**config.mk**
```make
export PLATFORM = sky130hd
export DESIGN_NAME = nic_power_state_reset_ctrl
export DESIGN_NICKNAME = d
export VERILOG_FILES = /design/src/nic_pm_pkg.sv /design/src/nic_power_state_reset_ctrl.sv /design/src/pin_sync.sv
export SDC_FILE = /design/constraint.sdc
export NUM_CORES = 1
export LEC_CHECK = 0
export BUFFER_PORTS_ARGS = -buffer_cell sky130_fd_sc_hd__buf_2
export CAP_MARGIN = 20
export CELL_PAD_IN_SITES_DETAIL_PLACEMENT = 0
export CELL_PAD_IN_SITES_GLOBAL_PLACEMENT = 1
export CORE_ASPECT_RATIO = 1.1
export CORE_MARGIN = 2
export CORE_UTILIZATION = 31
export CTS_BUF_LIST = sky130_fd_sc_hd__clkbuf_2 sky130_fd_sc_hd__clkbuf_4 sky130_fd_sc_hd__clkbuf_8
export CTS_CLUSTER_DIAMETER = 30
export DETAILED_ROUTE_END_ITERATION = 10
export GPL_ROUTABILITY_DRIVEN = 0
export PLACE_DENSITY_LB_ADDON = 0.1
export SETUP_SLACK_MARGIN = 0.4
export SYNTH_ARGS = -nofsm -noshare
export SYNTH_HDL_FRONTEND = slang
export SYNTH_SLANG_ARGS = --single-unit
```
**constraint.sdc**
```tcl
create_clock -name clk -period 1.6 [get_ports clk]
set_clock_uncertainty 0.15 [all_clocks]
set_input_delay 0 -clock clk [delete_from_list [all_inputs] [get_ports clk]]
set_output_delay 0 -clock clk [all_outputs]
set_load 0.02 [all_outputs]
```
**src/nic_pm_pkg.sv**
```systemverilog
/*
 * Constants shared by the power-state and reset controller: configuration
 * offsets, field positions, reset values and the D-state type.
 * Assumes the configuration access port addresses 16-bit registers by byte offset.
 */
// Overview of operation
// In D2 with link down, a low-power mode only watches for link becoming valid.
// In that low-power mode, idle symbols and link pulses stop.
// Low-power entry only when the driver power register bit allows it.
// D3 behaves exactly like D2; the code initializes on the RST# trailing edge in D3.
// Wake disabled in non-D0: no wake capability and no link integrity.
// On auxiliary power, full wake capability stays while PCI power is absent.
// Uninitialized D0 gives target access only and ignores the link.
// Active D0: full function, wake armed on any link change.
// D1: config access only; wake on packet or link loss, or link valid.
// Aux sense sampled while either reset is active; shown in capability register.
// Power-on reset low initializes all logic.
// Isolate active: ignore PCI inputs, float PCI outputs except the wake pin.
// With wake enabled, PCI reset keeps power registers and wake context.
// PCI reset active: ignore other PCI inputs and float PCI outputs.
// With aux power present, PCI reset affects nothing.
// In D0, D1, D2, initialization follows the PCI reset level.
// In D3, initialize on PCI reset trailing edge, keeping wake context.
// PCI reset trailing edge marks the B3 to B0 transition.
// Isolate trailing edge also initializes config, MAC config and memory state.
// After reset start in uninitialized D0; base address write makes it active.
// Wake events signalled only while the wake-enable bit is set.
// Reset and isolate inputs are synchronized before level or edge use.
// Current D-state comes from the software-written power state field.
package nic_pm_pkg;

    localparam logic [7:0] PMC_OFFSET = 8'hDE;
    localparam logic [7:0] POWER_CTRL_STATUS_REGISTER_OFFSET = 8'hE0;

    localparam logic [15:0] PMC_BASE_VALUE = 16'h0002;
    localparam int PMC_AUX_WAKE_BIT = 15;

    localparam int PS_LSB = 0;
    localparam int PME_EN_BIT = 8;
    localparam int PME_STATUS_BIT = 15;
    localparam logic [15:0] POWER_CTRL_STATUS_REGISTER_RESET = 16'h0000;

    localparam logic [1:0] DSTATE_D0 = 2'h0;
    localparam logic [1:0] DSTATE_D1 = 2'h1;
    localparam logic [1:0] DSTATE_D2 = 2'h2;
    localparam logic [1:0] DSTATE_D3 = 2'h3;

    localparam int SYNC_STAGES = 2;

    typedef enum logic [2:0] {
        PS_D0U,
        PS_D0A,
        PS_D1,
        PS_D2,
        PS_D3
    } pwr_state_t;

endpackage

```
**src/nic_power_state_reset_ctrl.sv**
```systemverilog
/*
 * Power-state, reset and bus-isolation controller of the network controller.
 * Assumes clk is the PCI clock domain, config accesses arrive as one-cycle
 * strobes from the PCI target logic, and all input pins named *Pin or *_n are async.
 */
`timescale 1ns/10ps
module nic_power_state_reset_ctrl
    import nic_pm_pkg::*;
(
    input wire logic clk,
    input wire logic rst,
    input wire logic powerOnResetIn_n,
    input wire logic busIsolateIn_n,
    input wire logic pciResetIn_n,
    input wire logic auxPowerSensePin,
    input wire logic linkValidPin,
    input wire logic interestingPacket,
    input wire logic lowPowerAllow,
    input wire logic barWrite,
    input wire logic cfgWrite,
    input wire logic cfgRead,
    input wire logic [7:0] cfgAddr,
    input wire logic [15:0] cfgWdata,
    output logic [15:0] cfgRdata,
    output logic cfgRdValid,
    output logic internalInit,
    output logic busPowerUp,
    output logic pciOe_n,
    output logic pmeOut,
    output logic pmeOe_n,
    output logic auxPowerPresent,
    output logic [2:0] powerState,
    output logic targetOnly,
    output logic configOnly,
    output logic fullFunction,
    output logic linkLowPower,
    output logic linkTxEnable,
    output logic wakeArmed
);

    // ------------------------------------------------------------
    // Input synchronization
    // ------------------------------------------------------------
    logic [4:0] syncVec;
    logic porSync_n;
    logic isoSync_n;
    logic pciRstSync_n;
    logic auxSync;
    logic linkSync;

    pin_sync #(
        .WIDTH(5),
        .RESET_VALUE(5'h07)
    ) u_sync (
        .clk(clk),
        .rst(rst),
        .asyncIn({linkValidPin, auxPowerSensePin, pciResetIn_n, busIsolateIn_n, powerOnResetIn_n}),
        .syncOut(syncVec)
    );

    assign porSync_n = syncVec[0];
    assign isoSync_n = syncVec[1];
    assign pciRstSync_n = syncVec[2];
    assign auxSync = syncVec[3];
    assign linkSync = syncVec[4];

    // ------------------------------------------------------------
    // Decodes
    // ------------------------------------------------------------
    function automatic logic isSleepState(input pwr_state_t s);
        isSleepState = (s == PS_D2) || (s == PS_D3);
    endfunction

    function automatic logic isLowD(input pwr_state_t s);
        isLowD = (s == PS_D1) || (s == PS_D2) || (s == PS_D3);
    endfunction

    logic porActive;
    logic isolated;
    logic pciRstSeen;
    logic pciRstEff;
    logic pciRstLow_q;
    logic isolated_q;
    logic rstTrail;
    logic isoTrail;
    logic levelInit;
    logic edgeInit;
    logic initNow;
    logic keepPmContext;
    logic link_q;
    logic auxSample_q;
    logic d0Active_q;
    logic [1:0] dField_q;
    logic pmeEn_q;
    logic pmeStatus_q;
    pwr_state_t state;
    logic pciQuiet;
    logic cfgAllowed;
    logic lowPower;
    logic wakeEvent;
    logic wakeCapable;
    logic pmcsrWrite;

    assign porActive = !porSync_n;
    assign isolated = !isoSync_n;
    // Isolation hides RST# completely
    assign pciRstSeen = !pciRstSync_n && !isolated;
    // Aux power makes RST# inert for every circuit but the aux strap sampler
    assign pciRstEff = pciRstSeen && !auxSample_q;
    // Raw RST# edge: isolation entry masks the level but is no trailing edge
    assign rstTrail = pciRstLow_q && pciRstSync_n && !isolated && !auxSample_q;
    assign isoTrail = isolated_q && !isolated;

    // ------------------------------------------------------------
    // D-state from software field and D0 substate
    // ------------------------------------------------------------
    always_comb begin
        case (dField_q)
            DSTATE_D1: state = PS_D1;
            DSTATE_D2: state = PS_D2;
            DSTATE_D3: state = PS_D3;
            default: state = d0Active_q ? PS_D0A : PS_D0U;
        endcase
    end

    // ------------------------------------------------------------
    // Initialization sources
    // ------------------------------------------------------------
    assign levelInit = pciRstEff && (state != PS_D3);
    assign edgeInit = (rstTrail && (state == PS_D3)) || isoTrail;
    assign initNow = porActive || levelInit || edgeInit;
    // D3 RST# edge init keeps wake context, RST# level init keeps it when wake is enabled; POR and isolate edges never do
    assign keepPmContext = !porActive && !isoTrail && (pmeEn_q || (state == PS_D3));

    always_ff @(posedge clk) begin
        if (rst) begin
            pciRstLow_q <= 1'b0;
            isolated_q <= 1'b0;
            link_q <= 1'b0;
        end else begin
            // Unmasked level, so isolation cannot fake a release
            pciRstLow_q <= !pciRstSync_n;
            isolated_q <= isolated;
            link_q <= linkSync;
        end
    end

    // ------------------------------------------------------------
    // Aux power strap
    // ------------------------------------------------------------
    // Only sampled while a reset is active, so a wandering flash line is harmless
    always_ff @(posedge clk) begin
        if (rst) begin
            auxSample_q <= 1'b0;
        end else if (porActive || pciRstSeen) begin
            auxSample_q <= auxSync;
        end
    end

    // ------------------------------------------------------------
    // PCI access gating
    // ------------------------------------------------------------
    assign pciQuiet = isolated || pciRstEff || porActive;
    assign cfgAllowed = !pciQuiet;
    assign pmcsrWrite = cfgAllowed && cfgWrite && (cfgAddr == POWER_CTRL_STATUS_REGISTER_OFFSET);

    // ------------------------------------------------------------
    // D0 substate
    // ------------------------------------------------------------
    always_ff @(posedge clk) begin
        if (rst) begin
            d0Active_q <= 1'b0;
        end else if (initNow) begin
            d0Active_q <= 1'b0;
        end else if (cfgAllowed && barWrite && dField_q == DSTATE_D0) begin
            d0Active_q <= 1'b1;
        end
    end

    // ------------------------------------------------------------
    // Power control/status register
    // ------------------------------------------------------------
    // Power state field survives init whenever wake context is kept
    always_ff @(posedge clk) begin
        if (rst) begin
            dField_q <= POWER_CTRL_STATUS_REGISTER_RESET[PS_LSB +: 2];
        end else if (initNow && !keepPmContext) begin
            dField_q <= POWER_CTRL_STATUS_REGISTER_RESET[PS_LSB +: 2];
        end else if (pmcsrWrite) begin
            dField_q <= cfgWdata[PS_LSB +: 2];
        end
    end

    always_ff @(posedge clk) begin
        if (rst) begin
            pmeEn_q <= POWER_CTRL_STATUS_REGISTER_RESET[PME_EN_BIT];
        end else if (initNow && !keepPmContext) begin
            pmeEn_q <= POWER_CTRL_STATUS_REGISTER_RESET[PME_EN_BIT];
        end else if (pmcsrWrite) begin
            pmeEn_q <= cfgWdata[PME_EN_BIT];
        end
    end

    // ------------------------------------------------------------
    // Wake events
    // ------------------------------------------------------------
    always_comb begin
        wakeEvent = 1'b0;
        case (state)
            PS_D0U: wakeEvent = 1'b0;
            PS_D0A: wakeEvent = linkSync != link_q;
            default: begin
                if (link_q) begin
                    wakeEvent = (interestingPacket && !lowPower) || !linkSync;
                end else begin
                    wakeEvent = linkSync;
                end
            end
        endcase
    end

    // Wake needs the enable bit; isolation does not stop it on aux power
    assign wakeCapable = pmeEn_q;
    assign lowPower = isSleepState(state) && !link_q && lowPowerAllow;

    // Status is sticky; a new event wins over a write-one-to-clear
    always_ff @(posedge clk) begin
        if (rst) begin
            pmeStatus_q <= POWER_CTRL_STATUS_REGISTER_RESET[PME_STATUS_BIT];
        end else if (initNow && !keepPmContext) begin
            pmeStatus_q <= POWER_CTRL_STATUS_REGISTER_RESET[PME_STATUS_BIT];
        end else if (wakeEvent && wakeCapable) begin
            pmeStatus_q <= 1'b1;
        end else if (pmcsrWrite && cfgWdata[PME_STATUS_BIT]) begin
            pmeStatus_q <= 1'b0;
        end
    end

    // ------------------------------------------------------------
    // Registered outputs
    // ------------------------------------------------------------
    // Level inits hold it; edge inits give one cycle
    always_ff @(posedge clk) begin
        if (rst) begin
            internalInit <= 1'b1;
        end else begin
            internalInit <= initNow;
        end
    end

    always_ff @(posedge clk) begin
        if (rst) begin
            busPowerUp <= 1'b0;
        end else begin
            busPowerUp <= rstTrail;
        end
    end

    // Floated while power-on reset, isolation or RST# without aux power is in force
    always_ff @(posedge clk) begin
        if (rst) begin
            pciOe_n <= 1'b1;
        end else begin
            pciOe_n <= pciQuiet;
        end
    end

    // ------------------------------------------------------------
    // Wake pin
    // ------------------------------------------------------------
    // Wake pin is open drain and stays live through isolation
    always_ff @(posedge clk) begin
        if (rst) begin
            pmeOut <= 1'b0;
            pmeOe_n <= 1'b1;
        end else begin
            pmeOut <= 1'b0;
            pmeOe_n <= !(pmeStatus_q && pmeEn_q);
        end
    end

    // ------------------------------------------------------------
    // State decode outputs
    // ------------------------------------------------------------
    always_ff @(posedge clk) begin
        if (rst) begin
            powerState <= PS_D0U;
            targetOnly <= 1'b1;
            configOnly <= 1'b0;
            fullFunction <= 1'b0;
        end else begin
            powerState <= state;
            targetOnly <= state == PS_D0U;
            configOnly <= isLowD(state);
            fullFunction <= state == PS_D0A;
        end
    end

    // ------------------------------------------------------------
    // Link and wake status outputs
    // ------------------------------------------------------------
    always_ff @(posedge clk) begin
        if (rst) begin
            linkLowPower <= 1'b0;
            linkTxEnable <= 1'b1;
        end else begin
            linkLowPower <= lowPower;
            // No idle symbols in low power, no link integrity with wake off in D1, D2 or D3
            linkTxEnable <= !lowPower && !(isLowD(state) && !pmeEn_q);
        end
    end

    always_ff @(posedge clk) begin
        if (rst) begin
            wakeArmed <= 1'b0;
            auxPowerPresent <= 1'b0;
        end else begin
            wakeArmed <= wakeCapable && (state != PS_D0U);
            auxPowerPresent <= auxSample_q;
        end
    end

    // ------------------------------------------------------------
    // Configuration read port
    // ------------------------------------------------------------
    always_ff @(posedge clk) begin
        if (rst) begin
            cfgRdata <= 16'h0000;
            cfgRdValid <= 1'b0;
        end else begin
            cfgRdValid <= cfgRead && cfgAllowed;
            if (!(cfgRead && cfgAllowed)) begin
                cfgRdata <= 16'h0000;
            end else if (cfgAddr == PMC_OFFSET) begin
                cfgRdata <= PMC_BASE_VALUE | (16'(auxSample_q) << PMC_AUX_WAKE_BIT);
            end else if (cfgAddr == POWER_CTRL_STATUS_REGISTER_OFFSET) begin
                cfgRdata <= (16'(dField_q) << PS_LSB) | (16'(pmeEn_q) << PME_EN_BIT)
                    | (16'(pmeStatus_q) << PME_STATUS_BIT);
            end else begin
                cfgRdata <= 16'h0000;
            end
        end
    end

endmodule

```
**src/pin_sync.sv**
```systemverilog
/*
 * Multi-bit two-flop synchronizer for asynchronous pins.
 * Assumes each bit is an independent level; no bus coherency across bits.
 */
`timescale 1ns/10ps
module pin_sync #(
    parameter int WIDTH = 1,
    parameter logic [WIDTH-1:0] RESET_VALUE = '0
) (
    input wire logic clk,
    input wire logic rst,
    input wire logic [WIDTH-1:0] asyncIn,
    output logic [WIDTH-1:0] syncOut
);
    logic [WIDTH-1:0] meta_q;

    if (WIDTH < 1) begin : g_width_check
        $error("pin_sync: WIDTH must be at least 1");
    end

    // First stage feeds only the second stage
    always_ff @(posedge clk) begin
        if (rst) begin
            meta_q <= RESET_VALUE;
            syncOut <= RESET_VALUE;
        end else begin
            meta_q <= asyncIn;
            syncOut <= meta_q;
        end
    end
endmodule

```
=== Word-level counts from Yosys, hierarchy flattened ===
Index checks and enable logic that the tools add are counted.

* Input port bits: 36
* Flip-flop bits (word level): 50
* Output and inout port bits: 32
* Word-level logic and storage cells: 105

* Mux-type cells: 8
* Bitwise operators: 4
* Reduce and logical (&&, ||, !) cells: 57
* Equality and inequality tests: 11

{| class="wikitable"
|+ Operators by type and width
! kind !! number
|-
| $mux 16 || 2
|-
| $logic_and 1x1->1 || 25
|-
| $eq 8x8->1 const B || 2
|-
| $or 9x16->16 || 1
|-
| $logic_not 1->1 || 13
|-
| $logic_or 1x1->1 || 11
|-
| $or 2x9->9 || 1
|-
| $pmux 3 s3 || 1
|-
| $eq 3x2->1 const B || 2
|-
| $reduce_or 2->1 || 3
|-
| $eq 2x2->1 const B || 2
|-
| $mux 1 || 4
|-
| $reduce_or 4->1 || 1
|-
| $eq 3x1->1 const B || 1
|-
| $eq 3x3->1 const B || 1
|-
| $logic_not 3->1 || 1
|-
| $ne 3x3->1 const B || 1
|-
| $reduce_bool 3->1 || 1
|-
| $eq 2x1->1 const B || 1
|-
| $logic_not 2->1 || 1
|-
| $not 1->1 || 2
|-
| $pmux 1 s2 || 1
|-
| $reduce_bool 2->1 || 1
|-
| $ne 1x1->1 || 1
|}

=== Longest topological paths before layout ===
Gate-level depths: netlist of run 1.

* Depth in word-level cells: 13
* Mapped depth: 6
* Mapped depth without buffers: 6

=== Modules after synthesis ===
From an unflattened synthesis of run 1, not the netlist that was laid out.

* Cell total of the unflattened synthesis: 132
* Area total of the unflattened synthesis: 1407.6 um^2

{| class="wikitable"
|+ Modules (own cells, without submodules)
! module !! cells an instance !! area an instance (um^2) !! sequential area each (um^2) !! instances
|-
| nic_power_state_reset_ctrl || 112 || 1144.8 || 560.5 || 1
|-
| pin_sync || 20 || 262.8 || 200.2 || 1
|}

=== Worst setup path before layout of run 1 ===
Ideal clock, no wire load.

* Path kind: register to register
* Start point: register u_sync.syncOut[2]
* End point: register cfgRdata[15]
* Data required time: 1391 ps
* Buffers on the path: 0
* Arrival time: 1327 ps
* Setup time: 59 ps
* Period minus slack after synthesis: 1536 ps
* Stages on the path, launching flop included: 5
* Slack: 64 ps
* Cells stage by stage: dfxtp_1 -> or2_2 -> or3b_2 -> nor3_2 -> a22o_1

* Longest elaborated chain between the ends: 9

{| class="wikitable"
|+ Ends and longest elaborated chain
! what !! RTL line !! source
|-
| start: declaration || pin_sync.sv:13 || <nowiki>output logic [WIDTH-1:0] syncOut</nowiki>
|-
| start signal: assignment || pin_sync.sv:28 || <nowiki>syncOut <= meta_q;</nowiki>
|-
| $logic_not 1->1 || nic_power_state_reset_ctrl.sv:107 || <nowiki>assign pciRstSeen = !pciRstSync_n && !isolated;</nowiki>
|-
| $logic_and 1x1->1 || nic_power_state_reset_ctrl.sv:107 ||
|-
| $logic_and 1x1->1 || nic_power_state_reset_ctrl.sv:109 || <nowiki>assign pciRstEff = pciRstSeen && !auxSample_q;</nowiki>
|-
| $logic_or 1x1->1 (2 in series) || nic_power_state_reset_ctrl.sv:163 || <nowiki>assign pciQuiet = isolated || pciRstEff || porActive;</nowiki>
|-
| $logic_not 1->1 || nic_power_state_reset_ctrl.sv:164 || <nowiki>assign cfgAllowed = !pciQuiet;</nowiki>
|-
| $logic_and 1x1->1 || nic_power_state_reset_ctrl.sv:332 || <nowiki>if (!(cfgRead && cfgAllowed)) begin</nowiki>
|-
| $not 1->1 (no line) || - ||
|-
| $reduce_or 2->1 (no line) || - ||
|-
| end signal: assignment || nic_power_state_reset_ctrl.sv:335 || <nowiki>cfgRdata <= PMC_BASE_VALUE | (16'(auxSample_q) << PMC_AUX_WAKE_BIT);</nowiki>
|-
| end signal: assignment || nic_power_state_reset_ctrl.sv:337 || <nowiki>cfgRdata <= (16'(dField_q) << PS_LSB) | (16'(pmeEn_q) << PME_EN_BIT)</nowiki>
|-
| end: declaration || nic_power_state_reset_ctrl.sv:24 || <nowiki>output logic [15:0] cfgRdata,</nowiki>
|}

No other way between the ends.
A chain may end at the register's enable or synchronous reset.

=== Worst setup path after layout of run 1 ===
* Start point: register auxSample_q
* End point: register cfgRdata[0]

* Longest elaborated chain between the ends: 8

{| class="wikitable"
|+ Ends and longest elaborated chain
! what !! RTL line !! source
|-
| start: declaration || nic_power_state_reset_ctrl.sv:91 || <nowiki>logic auxSample_q;</nowiki>
|-
| start signal: assignment || nic_power_state_reset_ctrl.sv:156 || <nowiki>auxSample_q <= auxSync;</nowiki>
|-
| $logic_not 1->1 || nic_power_state_reset_ctrl.sv:109 ||
|-
| $logic_and 1x1->1 || nic_power_state_reset_ctrl.sv:109 ||
|-
| $logic_or 1x1->1 (2 in series) || nic_power_state_reset_ctrl.sv:163 ||
|-
| $logic_not 1->1 || nic_power_state_reset_ctrl.sv:164 ||
|-
| $logic_and 1x1->1 || nic_power_state_reset_ctrl.sv:332 ||
|-
| $not 1->1 (no line) || - ||
|-
| $reduce_or 4->1 (no line) || - ||
|}

No other way between the ends.

==> metrics, run 1 <==
Post-DP Area 0.00174 sq mm; hold slack final -0.0266 ns; vias per cell 4.20; Sum Neg Setup Slack 0 ns; initial antenna violation count 0; Synth top cells by count dfxtp_1, buf_4, nor2b_1, nor2_1, or2_2; GRT Overall Usage 13.0%; Starting Density 32.7%; slowest cell on the critical path or3b_4; post-layout min period 1.46 ns; Peak Freq 0.687 GHz; Top Family by Delay on Critical Path simple AND/OR/NAND/NOR gates; core area 0.00438 sq mm; total I/O pin count 68; Reg2Reg Depth 4; DIE AREA 0.00517 sq mm; critical path fanouts, max 4; global-route wire length before repair 4860 um; Final Hold Viols 1; Die X 68.8 um; clk sink count 38; Syn Std Cell Area 0.00143 sq mm; Port Buffers 42; vias in the first global route 1096; WP buf/inv 0; final slew viol count 0; worst vdd ir 0.000462 V; per-cell routed wire length 11.4 um; hold-critical path depth 4; CP Capture Type flip-flop; CP arrival 1.54 ns; post-synth top area share 53.2%; crit-path cells or2_4 > or3b_4 > nor4_4 > and2_1; max-cap violations 0; clk slew on worst S/H paths 0.07 ns; DRT Wirelength 3010 um; area leader, netlist dfxtp_1; clk buf depth 2; Leak 0.964 nW; layout cells sized above 1 47.6%; final setup fails 0; Final ANT Viol Nets 0; n_diodes 0; sequential share of the synthesized area 53.2%; initial DRC count 35; post-DP HPWL 2150 um; Post-Syn Instances 134; Crit path largest cell delay 0.40 ns; failing checks hold timing; largest net degree at the start of global routing 26; Crit path depth 4; total gr overflow 0; DR vias 1109; Final period util 91.0%; Syn Area/Cell 10.7 sq um; CTS tree built; worst min path class in -> reg; DIE HEIGHT 75.2 um; DRC viols 0; clock root buffer clkbuf_8; number of synthesized flops with an enable pin 0; yosys warns 0; Design Area, Final 0.00210 sq mm; total CTS buffers 5; Design Power 1.94 mW; Most used DFF post-synth dfxtp_1; Worst setup SP type flip-flop; # H-tree levels 2; Synth-to-Final Area Change 47.2%; Post-CTS Hold Buffers 13; First-pass DRT Iterations 4; CP required 1.69 ns; final net count 249; status finished, violations left; Rows 25; critical path class reg -> reg; asr flop ratio synth 0%; count leader, synth dfxtp_1; PD cells 920 mW/mm^2; unrepaired setup endpoints after global routing yes; count of different cell masters after synthesis 33; Seq cells post-synth 38; worst skew pair latency 0.29 ns; ranking of synthesized cells by area dfxtp_1, buf_4, nor2b_1
routing by layer:
layer | global-route usage [%] | up-vias | wire length [um]
met5 | 0 | - | 0
met3 | 3.59 | 8 | 123
li1 | - | 569 | -
met1 | 14.2 | 505 | 1210
met2 | 22.2 | 27 | 1620
met4 | 7.84 | 0 | 65
path summary, 6_finish.rpt:
kind / startpoint / endpoint / slack, ns
worst max register to register: auxSample_q / cfgRdata[0] / 0.14
worst max-delay path: auxSample_q / cfgRdata[0] / 0.14
worst min register to register: u_sync.meta_q[0] / u_sync.syncOut[0] / 0.26
worst min-delay path: rst / internalInit / -0.03
power breakdown:
group,internal [mW],total (mW),switching [mW]
clock network,0.435,0.753,0.318
registers,0.969,0.979,0.0108
logic,0.0994,0.204,0.105
total,1.50,1.94,0.434
per-stage QoR:
step                instances  worst slack [ns]  util, %
floorplan                 146             0.207        -
global placement          232            0.0861     39.6
detailed placement        232            0.0591     39.6
CTS                       263             0.134     47.5
global route              264            0.0489     48.1
finish                    264             0.145     48.1
sequential cells by signal, summed over array words and instances (netlist names), 2 cells and up:
name and count:
u_sync.syncOut 5, cfgRdata 4, dField_q 2, u_sync.meta_q 5, powerState 3
worst min-delay path: stages:
cell      delay, ns
buf_2          0.10
nand2b_1       0.12
a21oi_1        0.08
o21ai_2        0.07
cells in the final DEF (no fill, tap or decap), types with 2 or more instances in the layout:
cell type / n
buf_6: 2
nor3_2: 2
a21o_1: 2
conb_1: 13
dfxtp_4: 3
clkbuf_8: 8
ha_4: 2
dfxtp_1: 32
nand2_1: 2
buf_4: 14
a21oi_1: 2
inv_4: 2
nor4_4: 2
buf_2: 42
inv_1: 3
or2_2: 6
and2_1: 2
o21ai_2: 2
nor3_1: 2
nor2b_1: 11
nand3b_1: 2
nand2b_1: 4
dfxtp_2: 3
nor2_1: 10
or2_4: 2
dlygate4sd3_1: 13
mux2i_1: 4
final cells by class:
type	count	area, sq um
clock buffer	8	110
fill	427	2270
timing repair buffer	71	468
multi-input combinational	87	656
inverter	6	27.5
sequential	38	776
tap	54	67.6
cell families after synthesis:
logic type               synth area share, %
other                                  0.262
buffers and inverters                   8.92
adder cells (fa/ha/maj)                 3.50
multiplexers                            4.29
AND/OR/NAND/NOR                         22.7
AO/OA/AOI/OAI                           7.09
flip-flops                              53.2
timing repair:
item,CTS,global route
hold endpoints to repair,14,1
buffers inserted,10,1
pin swaps,2,3
endpoints found under the setup margin,18,18
gates resized for setup,14,4
No activity file was read; power rests on OpenSTA's default activity.
==> inputs of run 2 (changes only) <==
- BUFFER_PORTS_ARGS: -buffer_cell sky130_fd_sc_hd__buf_2 -> -buffer_cell sky130_fd_sc_hd__buf_4
- CAP_MARGIN: 20 -> default
==> run 2 against run 1 <==
Net effect:
- the run still ends with hold timing left
- clock-buffer cell count shrank 1
- wire length shrank 0.66%
- sequential power is essentially flat
- global-route usage is essentially flat
- total power shrank 2.6%
- sequential share of layout area shrank 2.7 points
- final area grew 8.9%
- first-iteration DRC count shrank 34%
- largest cell class unchanged
==> metrics, run 2 (synthesis results as in run 1) <==
DIE AREA 0.00517 sq mm; M1 WL 1120 um; clk buf depth 2; clk slew on worst S/H paths 0.07 ns; Leak 1.01 nW; Post-CTS Hold Buffers 13; slack of the critical path 0.103 ns; total I/O pin count 68; Synth-to-Final Area Change 60.3%; hold slack final -0.0617 ns; Final Hold Viols 3; # H-tree levels 2; Top Metal Used met4; Sum Neg Setup Slack 0 ns; Final period util 93.5%; CP Capture Type flip-flop; Die X 68.8 um; post-layout min period 1.50 ns; Final ANT Viol Nets 0; Crit path largest cell delay 0.36 ns; Peak Freq 0.668 GHz; Layout fillers 425; vias in the first global route 1081; DR vias 1130; top flop regs u_sync.meta_q (5), u_sync.syncOut (5), cfgRdata (4); WL met2 1660 um; total gr overflow 0; most frequent cells in the layout buf_4, dfxtp_1, conb_1, dlygate4sd3_1, nor2b_1; global-route wire length before repair 4780 um; worst skew pair latency 0.29 ns; worst vdd ir 0.000526 V; max-cap violations 0; n_diodes 0; # placed instances 231; slowest cell on the critical path dfxtp_4; clock root buffer clkbuf_8; CP required 1.63 ns; Post-Place Worst Slack 0.0485 ns; DRC viols 0; Rows 25; per-cell routed wire length 11.2 um; Port Buffers 42; layout cells sized above 1 50.9%; clk sink count 38; core area 0.00438 sq mm; initial antenna violation count 0; unrepaired setup endpoints after global routing yes; GRT Overall Usage 13.0%; Post-Layout Cell Count 266; final setup fails 0; worst min path class in -> reg; critical path class reg -> reg; post-DP HPWL 2110 um; failing checks hold timing; most common cell after layout, fill and taps aside buf_4; CP arrival 1.53 ns; First-pass DRT Iterations 4; Top Family by Delay on Critical Path flip-flops; largest net degree at the start of global routing 26; crit-path cells buf_6 > ha_4 > buf_4 > mux2_4 > o21ai_2 > nor2_1; Starting Density 32.7%; met3 wire len 141 um; status finished, violations left; PD cells 822 mW/mm^2; initial DRC count 23; post-layout util 52.3%; total CTS buffers 5; final slew viol count 0; CTS tree built; WP buf/inv 2; vias per cell 4.25; Worst setup SP type flip-flop; DIE HEIGHT 75.2 um; DRT Wirelength 2990 um; final net count 251; critical path fanouts, max 4
[run 2: timing repair]
item                                    4_1_cts  5_1_grt
cloned                                        0        0
resized for setup                            24       10
endpoints found under the hold margin        15        3
pin swaps                                    11        7
endpoints found under the setup margin       18       19
setup buffers                                 9        5
[run 2: layer usage]
layer	up-vias	track usage, %
li1	574	-
met1	524	14.0
met2	26	22.5
met3	6	3.59
met4	0	7.84
met5	-	0
[run 2: power by group]
part | switching (mW) | internal (mW) | total [mW]
Combinational | 0.106 | 0.125 | 0.231
Clock | 0.311 | 0.364 | 0.675
Sequential | 0.0149 | 0.965 | 0.980
Total | 0.431 | 1.45 | 1.89
[run 2: per-stage QoR]
| stage | hold slack, ns | power (mW) | area [sq um] |
|---|---|---|---|
| 2_1_floorplan | -0.0784 | 1.13 | 1530 |
| 6_report | -0.0617 | 1.89 | 2290 |
| 4_1_cts | -0.0480 | 1.90 | 2210 |
| 3_5_place_dp | 0.0367 | 1.19 | 1830 |
| 5_1_grt | -0.0546 | 2.00 | 2290 |
| 3_3_place_gp | 0.0354 | 1.18 | 1830 |
[run 2: layout make-up]
type / instances / area, sq um / area share (%)
Clock inverter: 1 / 5.00 / 0.218
Clock buffer: 7 / 90.1 / 3.93
Timing Repair Buffer: 73 / 599 / 26.1
Inverter: 6 / 27.5 / 1.20
Multi-Input combinational cell: 87 / 719 / 31.4
Tap cell: 54 / 67.6 / 2.95
Sequential cell: 38 / 783 / 34.2
[run 2: worst paths after layout]
check,from,to,slack (ns),cells after the start
worst min-delay path,rst,internalInit,-0.06,4
worst max register to register,dField_q[1],d0Active_q,0.10,6
worst min register to register,u_sync.meta_q[2],u_sync.syncOut[2],0.26,1
worst max-delay path,dField_q[1],d0Active_q,0.10,6
[run 2: worst reg2reg max path, cell delays in order, from the launching register on]
cell     delay (ns)
dfxtp_4        0.36
buf_6          0.12
ha_4           0.17
buf_4          0.13
mux2_4         0.29
o21ai_2        0.12
nor2_1         0.05
